**src/shared/cfg_ctrl_pkg.sv**
```systemverilog
// Shared constants and carrier types for the configuration control block
package cfg_ctrl_pkg;

    localparam int ADR_W = 8;
    localparam int DAT_W = 32;
    localparam int SEL_W = 4;
    localparam int DIV_W = 4;

    // Register byte offsets
    localparam logic [ADR_W-1:0] OFS_CONFIG    = 8'h00;
    localparam logic [ADR_W-1:0] OFS_UNLOCK    = 8'h04;
    localparam logic [ADR_W-1:0] OFS_STATUS    = 8'h08;
    localparam logic [ADR_W-1:0] OFS_TRACE_DIV = 8'h0c;

    // configuration_control field positions
    localparam int BIT_PIN_LOCK = 13;
    localparam int BIT_MOD_LOCK = 12;
    localparam int BIT_DEBUG_EN = 3;
    localparam int BIT_TRACE_EN = 2;
    localparam int BIT_TDO_SEL  = 0;

    // Byte lanes holding the fields
    localparam int LANE_LOW  = 0;
    localparam int LANE_HIGH = 1;

    // Reset values
    localparam logic PIN_LOCK_RST = 1'b0;
    localparam logic MOD_LOCK_RST = 1'b0;
    localparam logic DEBUG_EN_RST = 1'b0;
    localparam logic TRACE_EN_RST = 1'b0;
    localparam logic TDO_SEL_RST  = 1'b1;
    localparam logic [DIV_W-1:0] TRACE_DIV_RST = 4'h1;

    // Status register fields
    localparam int STAT_UNLOCKED   = 0;
    localparam int STAT_PIN_REJECT = 1;
    localparam int STAT_MOD_REJECT = 2;
    localparam int STAT_STRAP_DONE = 3;

    // Unlock keys, values arbitrary
    localparam logic [DAT_W-1:0] UNLOCK_KEY_1 = 32'h5a5a_0f0f;
    localparam logic [DAT_W-1:0] UNLOCK_KEY_2 = 32'ha5a5_f0f0;

    // Edges after reset release before the synchronised strap is valid
    localparam logic [1:0] STRAP_SETTLE = 2'h2;

    localparam int GUARD_PIN = 0;
    localparam int GUARD_MOD = 1;
    localparam int GUARD_N   = 2;

    typedef struct packed {
        logic             cyc;
        logic             stb;
        logic             we;
        logic [ADR_W-1:0] adr;
        logic [SEL_W-1:0] sel;
        logic [DAT_W-1:0] dat;
    } wb_req_t;

    typedef struct packed {
        logic             ack;
        logic [DAT_W-1:0] dat;
    } wb_rsp_t;

    // Write request toward a protected register group
    typedef struct packed {
        logic             valid;
        logic [ADR_W-1:0] adr;
        logic [DAT_W-1:0] dat;
    } prot_wr_t;

endpackage

```
**src/verilog/cfg_unlock_detector.sv**
```systemverilog
// Unlock key sequence detector for the lock fields
`timescale 1ns/100ps
`default_nettype none
module cfg_unlock_detector (
    input  wire logic                               clk_sys_i,
    input  wire logic                               rstn_i,
    input  wire logic                               key_wr_i,
    input  wire logic [cfg_ctrl_pkg::DAT_W-1:0]     key_i,
    output logic                                    unlocked_o
);
    typedef enum logic [1:0] {KEY_IDLE, KEY_FIRST, KEY_OPEN} key_state_t;

    key_state_t state;

    // Two keys in a row open; any other key write closes again
    always_ff @(posedge clk_sys_i or negedge rstn_i) begin
        if (!rstn_i) begin
            state <= KEY_IDLE;
        end else if (key_wr_i) begin
            if (key_i == cfg_ctrl_pkg::UNLOCK_KEY_1) begin
                state <= KEY_FIRST;
            end else if (state == KEY_FIRST &&
                         key_i == cfg_ctrl_pkg::UNLOCK_KEY_2) begin
                state <= KEY_OPEN;
            end else begin
                state <= KEY_IDLE;
            end
        end
    end

    assign unlocked_o = (state == KEY_OPEN);
endmodule // cfg_unlock_detector
`default_nettype wire

```
**src/verilog/cfg_write_guard.sv**
```systemverilog
// Gate for writes to one protected register group
`timescale 1ns/100ps
`default_nettype none
module cfg_write_guard (
    input  wire logic                   clk_sys_i,
    input  wire logic                   rstn_i,
    input  wire logic                   lock_i,
    input  wire cfg_ctrl_pkg::prot_wr_t req_i,
    output cfg_ctrl_pkg::prot_wr_t      grant_o,
    output logic                        reject_o
);
    // Pass the write one cycle later, or drop it and pulse reject
    always_ff @(posedge clk_sys_i or negedge rstn_i) begin
        if (!rstn_i) begin
            grant_o <= '0;
        end else begin
            grant_o.valid <= req_i.valid && !lock_i;
            grant_o.adr   <= req_i.adr;
            grant_o.dat   <= req_i.dat;
        end
    end

    always_ff @(posedge clk_sys_i or negedge rstn_i) begin
        if (!rstn_i) begin
            reject_o <= 1'b0;
        end else begin
            reject_o <= req_i.valid && lock_i;
        end
    end
endmodule // cfg_write_guard
`default_nettype wire

```
**src/verilog/cfg_ctrl.sv**
```systemverilog
// Configuration control register block on a classic Wishbone slave
//
// Chosen here: the Wishbone interface to the registers and the register addresses.
`timescale 1ns/100ps
`default_nettype none
module cfg_ctrl (
    input  wire logic                       clk_sys_i,
    input  wire logic                       rstn_i,
    input  wire cfg_ctrl_pkg::wb_req_t      wb_i,
    output cfg_ctrl_pkg::wb_rsp_t           wb_o,
    input  wire logic                       debug_en_strap_i,
    input  wire cfg_ctrl_pkg::prot_wr_t     pin_select_wr_i,
    input  wire cfg_ctrl_pkg::prot_wr_t     module_disable_wr_i,
    output cfg_ctrl_pkg::prot_wr_t          pin_select_wr_o,
    output cfg_ctrl_pkg::prot_wr_t          module_disable_wr_o,
    output logic                            debug_port_enable_o,
    output logic                            two_wire_data_out_select_o,
    input  wire logic [7:0]                 trace_data_i,
    output logic [7:0]                      trace_data_o,
    output logic                            trace_data_oe_o,
    output logic                            trace_clk_o
);

    function automatic logic hit(input logic [cfg_ctrl_pkg::ADR_W-1:0] a,
                                 input logic [cfg_ctrl_pkg::ADR_W-1:0] o);
        hit = (a == o);
    endfunction

    // Register fields
    logic                          pin_select_lock;
    logic                          module_disable_lock;
    logic                          debug_port_enable;
    logic                          trace_output_enable;
    logic                          two_wire_data_out_select;
    logic [cfg_ctrl_pkg::DIV_W-1:0] trace_div;

    // Sticky reject flags
    logic pin_reject_flag;
    logic mod_reject_flag;

    // Bus strobes
    logic access;
    logic wr_fire;
    logic low_lane;
    logic high_lane;
    logic key_wr;
    logic unlocked;

    // Strap capture
    logic       strap_meta;
    logic       strap_sync;
    logic [1:0] strap_cnt;
    logic       strap_done;
    logic       strap_load;

    // Guards
    cfg_ctrl_pkg::prot_wr_t guard_req   [cfg_ctrl_pkg::GUARD_N];
    cfg_ctrl_pkg::prot_wr_t guard_grant [cfg_ctrl_pkg::GUARD_N];
    logic                   guard_lock  [cfg_ctrl_pkg::GUARD_N];
    logic                   guard_rej   [cfg_ctrl_pkg::GUARD_N];

    // Trace clock divider
    logic [cfg_ctrl_pkg::DIV_W-1:0] trace_cnt;

    logic [cfg_ctrl_pkg::DAT_W-1:0] next_rdata;

    // Response flops, packed onto the bus port
    logic                           bus_ack;
    logic [cfg_ctrl_pkg::DAT_W-1:0] bus_rdata;

    assign access    = wb_i.cyc && wb_i.stb && !bus_ack;
    assign wr_fire   = access && wb_i.we;
    assign low_lane  = wb_i.sel[cfg_ctrl_pkg::LANE_LOW];
    assign high_lane = wb_i.sel[cfg_ctrl_pkg::LANE_HIGH];
    assign key_wr    = wr_fire && hit(wb_i.adr, cfg_ctrl_pkg::OFS_UNLOCK)
                       && (&wb_i.sel);

    cfg_unlock_detector u_unlock (
        .clk_sys_i  (clk_sys_i),
        .rstn_i     (rstn_i),
        .key_wr_i   (key_wr),
        .key_i      (wb_i.dat),
        .unlocked_o (unlocked)
    );

    // Classic single-cycle slave: ack one edge after the strobe
    always_ff @(posedge clk_sys_i or negedge rstn_i) begin
        if (!rstn_i) begin
            bus_ack <= 1'b0;
        end else begin
            bus_ack <= access;
        end
    end

    // Read multiplexer; unmapped offsets read zero
    always_comb begin
        next_rdata = '0;
        if (hit(wb_i.adr, cfg_ctrl_pkg::OFS_CONFIG)) begin
            next_rdata[cfg_ctrl_pkg::BIT_PIN_LOCK] = pin_select_lock;
            next_rdata[cfg_ctrl_pkg::BIT_MOD_LOCK] = module_disable_lock;
            next_rdata[cfg_ctrl_pkg::BIT_DEBUG_EN] = debug_port_enable;
            next_rdata[cfg_ctrl_pkg::BIT_TRACE_EN] = trace_output_enable;
            next_rdata[cfg_ctrl_pkg::BIT_TDO_SEL]  = two_wire_data_out_select;
            // Remaining bits stay zero
        end else if (hit(wb_i.adr, cfg_ctrl_pkg::OFS_STATUS)) begin
            next_rdata[cfg_ctrl_pkg::STAT_UNLOCKED]   = unlocked;
            next_rdata[cfg_ctrl_pkg::STAT_PIN_REJECT] = pin_reject_flag;
            next_rdata[cfg_ctrl_pkg::STAT_MOD_REJECT] = mod_reject_flag;
            next_rdata[cfg_ctrl_pkg::STAT_STRAP_DONE] = strap_done;
        end else if (hit(wb_i.adr, cfg_ctrl_pkg::OFS_TRACE_DIV)) begin
            next_rdata[cfg_ctrl_pkg::DIV_W-1:0] = trace_div;
        end
    end

    always_ff @(posedge clk_sys_i or negedge rstn_i) begin
        if (!rstn_i) begin
            bus_rdata <= '0;
        end else if (access && !wb_i.we) begin
            bus_rdata <= next_rdata;
        end else begin
            bus_rdata <= '0;
        end
    end

    assign wb_o = '{ack: bus_ack, dat: bus_rdata};

    // Strap: two flip-flops, then loaded once after reset release
    always_ff @(posedge clk_sys_i or negedge rstn_i) begin
        if (!rstn_i) begin
            strap_meta <= 1'b0;
            strap_sync <= 1'b0;
        end else begin
            strap_meta <= debug_en_strap_i;
            strap_sync <= strap_meta;
        end
    end

    always_ff @(posedge clk_sys_i or negedge rstn_i) begin
        if (!rstn_i) begin
            strap_cnt  <= '0;
            strap_done <= 1'b0;
        end else if (!strap_done) begin
            if (strap_cnt == cfg_ctrl_pkg::STRAP_SETTLE) begin
                strap_done <= 1'b1;
            end else begin
                strap_cnt <= strap_cnt + 2'h1;
            end
        end
    end

    assign strap_load = !strap_done &&
                        (strap_cnt == cfg_ctrl_pkg::STRAP_SETTLE);

    // Lock fields: change only while the key sequence is open
    always_ff @(posedge clk_sys_i or negedge rstn_i) begin
        if (!rstn_i) begin
            pin_select_lock     <= cfg_ctrl_pkg::PIN_LOCK_RST;
            module_disable_lock <= cfg_ctrl_pkg::MOD_LOCK_RST;
        end else if (wr_fire && high_lane && unlocked &&
                     hit(wb_i.adr, cfg_ctrl_pkg::OFS_CONFIG)) begin
            pin_select_lock     <= wb_i.dat[cfg_ctrl_pkg::BIT_PIN_LOCK];
            module_disable_lock <= wb_i.dat[cfg_ctrl_pkg::BIT_MOD_LOCK];
        end
    end

    // Debug port enable: strap value wins in its load cycle
    always_ff @(posedge clk_sys_i or negedge rstn_i) begin
        if (!rstn_i) begin
            debug_port_enable <= cfg_ctrl_pkg::DEBUG_EN_RST;
        end else if (strap_load) begin
            debug_port_enable <= strap_sync;
        end else if (wr_fire && low_lane &&
                     hit(wb_i.adr, cfg_ctrl_pkg::OFS_CONFIG)) begin
            debug_port_enable <= wb_i.dat[cfg_ctrl_pkg::BIT_DEBUG_EN];
        end
    end

    always_ff @(posedge clk_sys_i or negedge rstn_i) begin
        if (!rstn_i) begin
            trace_output_enable <= cfg_ctrl_pkg::TRACE_EN_RST;
        end else if (wr_fire && low_lane &&
                     hit(wb_i.adr, cfg_ctrl_pkg::OFS_CONFIG)) begin
            trace_output_enable <= wb_i.dat[cfg_ctrl_pkg::BIT_TRACE_EN];
        end
    end

    always_ff @(posedge clk_sys_i or negedge rstn_i) begin
        if (!rstn_i) begin
            two_wire_data_out_select <= cfg_ctrl_pkg::TDO_SEL_RST;
        end else if (wr_fire && low_lane &&
                     hit(wb_i.adr, cfg_ctrl_pkg::OFS_CONFIG)) begin
            two_wire_data_out_select <= wb_i.dat[cfg_ctrl_pkg::BIT_TDO_SEL];
        end
    end

    always_ff @(posedge clk_sys_i or negedge rstn_i) begin
        if (!rstn_i) begin
            trace_div <= cfg_ctrl_pkg::TRACE_DIV_RST;
        end else if (wr_fire && low_lane &&
                     hit(wb_i.adr, cfg_ctrl_pkg::OFS_TRACE_DIV)) begin
            trace_div <= wb_i.dat[cfg_ctrl_pkg::DIV_W-1:0];
        end
    end

    // Write guards for the two protected register groups
    assign guard_req[cfg_ctrl_pkg::GUARD_PIN]  = pin_select_wr_i;
    assign guard_req[cfg_ctrl_pkg::GUARD_MOD]  = module_disable_wr_i;
    assign guard_lock[cfg_ctrl_pkg::GUARD_PIN] = pin_select_lock;
    assign guard_lock[cfg_ctrl_pkg::GUARD_MOD] = module_disable_lock;

    genvar g;
    generate
        for (g = 0; g < cfg_ctrl_pkg::GUARD_N; g = g + 1) begin : g_guard
            cfg_write_guard u_guard (
                .clk_sys_i (clk_sys_i),
                .rstn_i    (rstn_i),
                .lock_i    (guard_lock[g]),
                .req_i     (guard_req[g]),
                .grant_o   (guard_grant[g]),
                .reject_o  (guard_rej[g])
            );
        end
    endgenerate

    assign pin_select_wr_o     = guard_grant[cfg_ctrl_pkg::GUARD_PIN];
    assign module_disable_wr_o = guard_grant[cfg_ctrl_pkg::GUARD_MOD];

    // Sticky reject flags, write one to clear; a new reject wins
    always_ff @(posedge clk_sys_i or negedge rstn_i) begin
        if (!rstn_i) begin
            pin_reject_flag <= 1'b0;
        end else if (guard_rej[cfg_ctrl_pkg::GUARD_PIN]) begin
            pin_reject_flag <= 1'b1;
        end else if (wr_fire && low_lane &&
                     hit(wb_i.adr, cfg_ctrl_pkg::OFS_STATUS) &&
                     wb_i.dat[cfg_ctrl_pkg::STAT_PIN_REJECT]) begin
            pin_reject_flag <= 1'b0;
        end
    end

    always_ff @(posedge clk_sys_i or negedge rstn_i) begin
        if (!rstn_i) begin
            mod_reject_flag <= 1'b0;
        end else if (guard_rej[cfg_ctrl_pkg::GUARD_MOD]) begin
            mod_reject_flag <= 1'b1;
        end else if (wr_fire && low_lane &&
                     hit(wb_i.adr, cfg_ctrl_pkg::OFS_STATUS) &&
                     wb_i.dat[cfg_ctrl_pkg::STAT_MOD_REJECT]) begin
            mod_reject_flag <= 1'b0;
        end
    end

    // Debug port controls
    always_ff @(posedge clk_sys_i or negedge rstn_i) begin
        if (!rstn_i) begin
            debug_port_enable_o <= cfg_ctrl_pkg::DEBUG_EN_RST;
        end else begin
            debug_port_enable_o <= debug_port_enable;
        end
    end

    always_ff @(posedge clk_sys_i or negedge rstn_i) begin
        if (!rstn_i) begin
            two_wire_data_out_select_o <= cfg_ctrl_pkg::TDO_SEL_RST;
        end else begin
            two_wire_data_out_select_o <= two_wire_data_out_select;
        end
    end

    // Trace clock: toggles every trace_div+1 cycles while enabled
    always_ff @(posedge clk_sys_i or negedge rstn_i) begin
        if (!rstn_i) begin
            trace_cnt   <= '0;
            trace_clk_o <= 1'b0;
        end else if (!trace_output_enable) begin
            trace_cnt   <= '0;
            trace_clk_o <= 1'b0;
        end else if (trace_cnt >= trace_div) begin
            trace_cnt   <= '0;
            trace_clk_o <= !trace_clk_o;
        end else begin
            trace_cnt <= trace_cnt + 4'h1;
        end
    end

    // Trace data pins driven only while enabled
    always_ff @(posedge clk_sys_i or negedge rstn_i) begin
        if (!rstn_i) begin
            trace_data_o    <= 8'h00;
            trace_data_oe_o <= 1'b0;
        end else begin
            trace_data_o    <= trace_output_enable ? trace_data_i : 8'h00;
            trace_data_oe_o <= trace_output_enable;
        end
    end

endmodule // cfg_ctrl
`default_nettype wire

```
**config.mk**
```make
export PLATFORM = sky130hd
export DESIGN_NAME = cfg_ctrl
export DESIGN_NICKNAME = d
export VERILOG_FILES = /design/src/shared/cfg_ctrl_pkg.sv /design/src/verilog/cfg_unlock_detector.sv /design/src/verilog/cfg_write_guard.sv /design/src/verilog/cfg_ctrl.sv
export SDC_FILE = /design/constraint.sdc
export NUM_CORES = 1
export LEC_CHECK = 0
export ABC_AREA = 1
export BUFFER_PORTS_ARGS = -buffer_cell sky130_fd_sc_hd__buf_2
export CORE_AREA = 2 2 112 114
export CTS_CLUSTER_DIAMETER = 30
export DETAILED_ROUTE_END_ITERATION = 12
export DIE_AREA = 0 0 114 116
export PLACE_DENSITY_LB_ADDON = 0.2
export SKIP_LAST_GASP = 1
export SLEW_MARGIN = 20
export SYNTH_ARGS = -nofsm -noshare
export SYNTH_HDL_FRONTEND = slang
export SYNTH_HIERARCHICAL = 1
export SYNTH_SLANG_ARGS = --single-unit
```
**constraint.sdc**
```tcl
create_clock -name clk_sys_i -period 1.4 [get_ports clk_sys_i]
set_input_delay 0.07 -clock clk_sys_i [delete_from_list [all_inputs] [get_ports clk_sys_i]]
set_output_delay 0.07 -clock clk_sys_i [all_outputs]
set_load 0.01 [all_outputs]
```
==> results.json <==
{
  "ys.warnings.count": 6,
  "status": "completed",
  "fmax_mhz": 720,
  "drive_gt1_share_pct": 39.0,
  "start_kind": "flop",
  "worst_skew_pair.late_latency_ns": 0.41,
  "h-tree-depth": 4,
  "antenna_found_initial": 0,
  "drc": 0,
  "num_io_pins": 267,
  "die_w_um": 114,
  "clk_path_buf_depth": 2,
  "powerDensity_mw_per_mm2": 1210,
  "p_leak_uw": 0.00419,
  "final.setup_skew_ns": 0.00971,
  "numCtsBuffers": 17,
  "synth_seq_cells": 125,
  "grt_max_degree": 39,
  "rsz0062_at_grt": "yes",
  "worstPathRequired_ns": 1.69,
  "path_max_fanout": 5,
  "timing.setup.tns_ns": 0,
  "hold_violations": 0,
  "min_period_over_period_pct": 99.2,
  "synth_area_per_cell_um2": 11.1,
  "globalplace.congestion": 0.847,
  "coreArea_mm2": 0.0119,
  "end_kind": "flop",
  "postRouteAntennaNets": 0,
  "syn2layout_area_growth_pct": 66.8,
  "route.detailed.wl_per_inst_um": 14.8,
  "die_area_mm2": 0.0132,
  "finish.utilization_pct": 64.1,
  "syn_area_mm2": 0.00458,
  "num_vias": 4117,
  "yosysUniqueCellTypes": 28,
  "drv_cap": 0,
  "crit_arrival_ns": 1.68,
  "antennaDiodeCount": 0,
  "io_buffers": 240,
  "start_util_pct": 38.4,
  "crit_type": "flop to flop",
  "fin_nets": 926,
  "ir_drop_mv": 0.937,
  "grt_use_total_pct": 21.2,
  "grt_pass1_wl_um": 21300,
  "period_minus_slack_ns": 1.39,
  "die_y_um": 116,
  "grt_pass1_vias": 4238,
  "viasPerCell": 4.38,
  "cts_num_sinks": 125,
  "fp-row-count": 40,
  "setup_viol": 0,
  "totalWireLength_um": 13900,
  "clkTransAtPathRegs_ns": 0.06,
  "root_buffer": "clkbuf_16",
  "dr.pass1.iters": 4,
  "hold_class": "primary input to flop",
  "drv_slew": 0,
  "grt_overflow": 0,
  "hpwl_um": 9060,
  "drtIter0Drc": 281,
  "cts_tree": "yes",
  "netlist_instances": 411,
  "ys_seq_area_share_pct": 68.4
}
## timing repair
item | in CTS | in global routing
setup buffers | 3 | 2
hold buffers | 102 | 0
endpoints found under the hold margin | 229 | 0
pin swaps | 2 | 4
endpoints found under the setup margin | 1 | 7
gates resized for setup | 1 | 4
## per-stage QoR
stage | cells | instance area [um^2] | hold WS [ns] | setup slack, ns | power, uW
2_1_floorplan | 436 | 4670 | -0.226 | 0.142 | 4090
3_5_place_dp | 801 | 5940 | 0.00533 | -0.00844 | 4510
3_3_place_gp | 801 | 5940 | -0.00249 | 0.0637 | 4500
5_1_grt | 940 | 7630 | 0.0483 | -0.0937 | 9560
6_report | 940 | 7630 | 0.0359 | 0.0105 | 9200
4_1_cts | 938 | 7600 | 0.0178 | 0.0126 | 9260
## state kept, by name, indices dropped and copies added, names as in the netlist, 2 cells and up
name and cells:
g_guard.u_guard/grant_o 82, trace_div 4, u_unlock/state 2, trace_cnt 4, strap_cnt 2, bus_rdata 6, g_guard.u_guard/reject_o 2, trace_data_o 8
## where the power goes
group | switching (uW) | total, uW | internal (uW)
Clock | 1660 | 4500 | 2840
Sequential | 43.3 | 3790 | 3750
Combinational | 445 | 911 | 466
## worst max-delay path: stages, from the launching register on
cell and delay, ns:
dfrtp_1 0.40, ha_1 0.31, nand2_1 0.08, nand2_2 0.06
inv_1 0.05, nand4_1 0.19, nand2_1 0.13, nand2_1 0.05
## cell type report
cell class,count,area [um^2]
Clock buffer,18,429
Timing Repair Buffer,353,2350
Fill cell,922,4280
Sequential cell,125,3130
Tap cell,147,184
Inverter,63,236
Clock inverter,14,183
Multi-Input combinational cell,220,1120
## routing by layer
metal / GRT usage (%) / share of wire [%] / vias up
li1: - / - / 1940
met1: 23.9 / 38 / 1947
met2: 38.1 / 52 / 195
met3: 5.81 / 6.6 / 35
met4: 9.02 / 3.5 / 0
met5: 0 / 0 / -
## cell usage after synthesis, drive strengths merged
library cell  instances  share of area [%]
dfrtp               122                 67
nand2                88                7.7
inv                  63                5.2
nor2                 48                5.2
nand3                30                3.6
buf                  27                4.4
ha                    6                1.6
a21oi                 5               0.55
nand4                 5                1.0
dfstp                 3                1.7
nand3b                3               0.49
o21ai                 3               0.33
nor3                  2               0.57
xor2                  2               0.38
clkbuf                1              0.082
conb                  1              0.082
nor2b                 1               0.14
xnor2                 1               0.19
## path summary, 6_finish.rpt
check	endpoint	cells after the start	start	slack (ns)
setup reg to reg	trace_clk_o	7	trace_cnt[3]	0.01
hold reg to reg	strap_sync	0	strap_meta	0.36
setup / recovery	trace_clk_o	7	trace_cnt[3]	0.01
hold / removal	u_unlock/state[1]	5	wb_i[26]	0.04
min in group asynchronous	strap_sync	2	rstn_i	0.12
max in group asynchronous	trace_div[0]	3	rstn_i	0.70
## layout by cell type (no fill, tap or decap), types with 2 or more instances in the layout
cell and instances:
a21oi_1 5, buf_12 3, buf_2 239, buf_4 8
bufinv_16 3, clkbuf_16 17, clkinv_4 2, clkinvlp_4 2
conb_1 26, dfrtp_1 122, dfstp_2 3, dlygate4sd3_1 102
ha_1 5, inv_1 60, inv_2 3, inv_6 5
nand2_1 82, nand2_2 4, nand2_4 2, nand3_1 28
nand3b_1 3, nand4_1 4, nor2_1 39, nor2_2 5
nor2_4 2, nor2_8 2, nor3_4 2, o21ai_1 2
xor2_1 2
## kinds of logic (layout without fill, tap and decap cells)
group | Yosys count | in the layout | share of synthesized area, %
and+or+nand+nor | 177 | 177 | 18.7
DFF | 125 | 125 | 68.4
buffers and inverters | 91 | 448 | 9.68
AOI/OAI and AO/OA | 8 | 8 | 0.875
adders and majority gates | 6 | 6 | 1.64
xor gates and xnor gates | 3 | 3 | 0.574
other | 1 | 26 | 0.0819
Note: power is estimated with default switching activity, not from simulation.
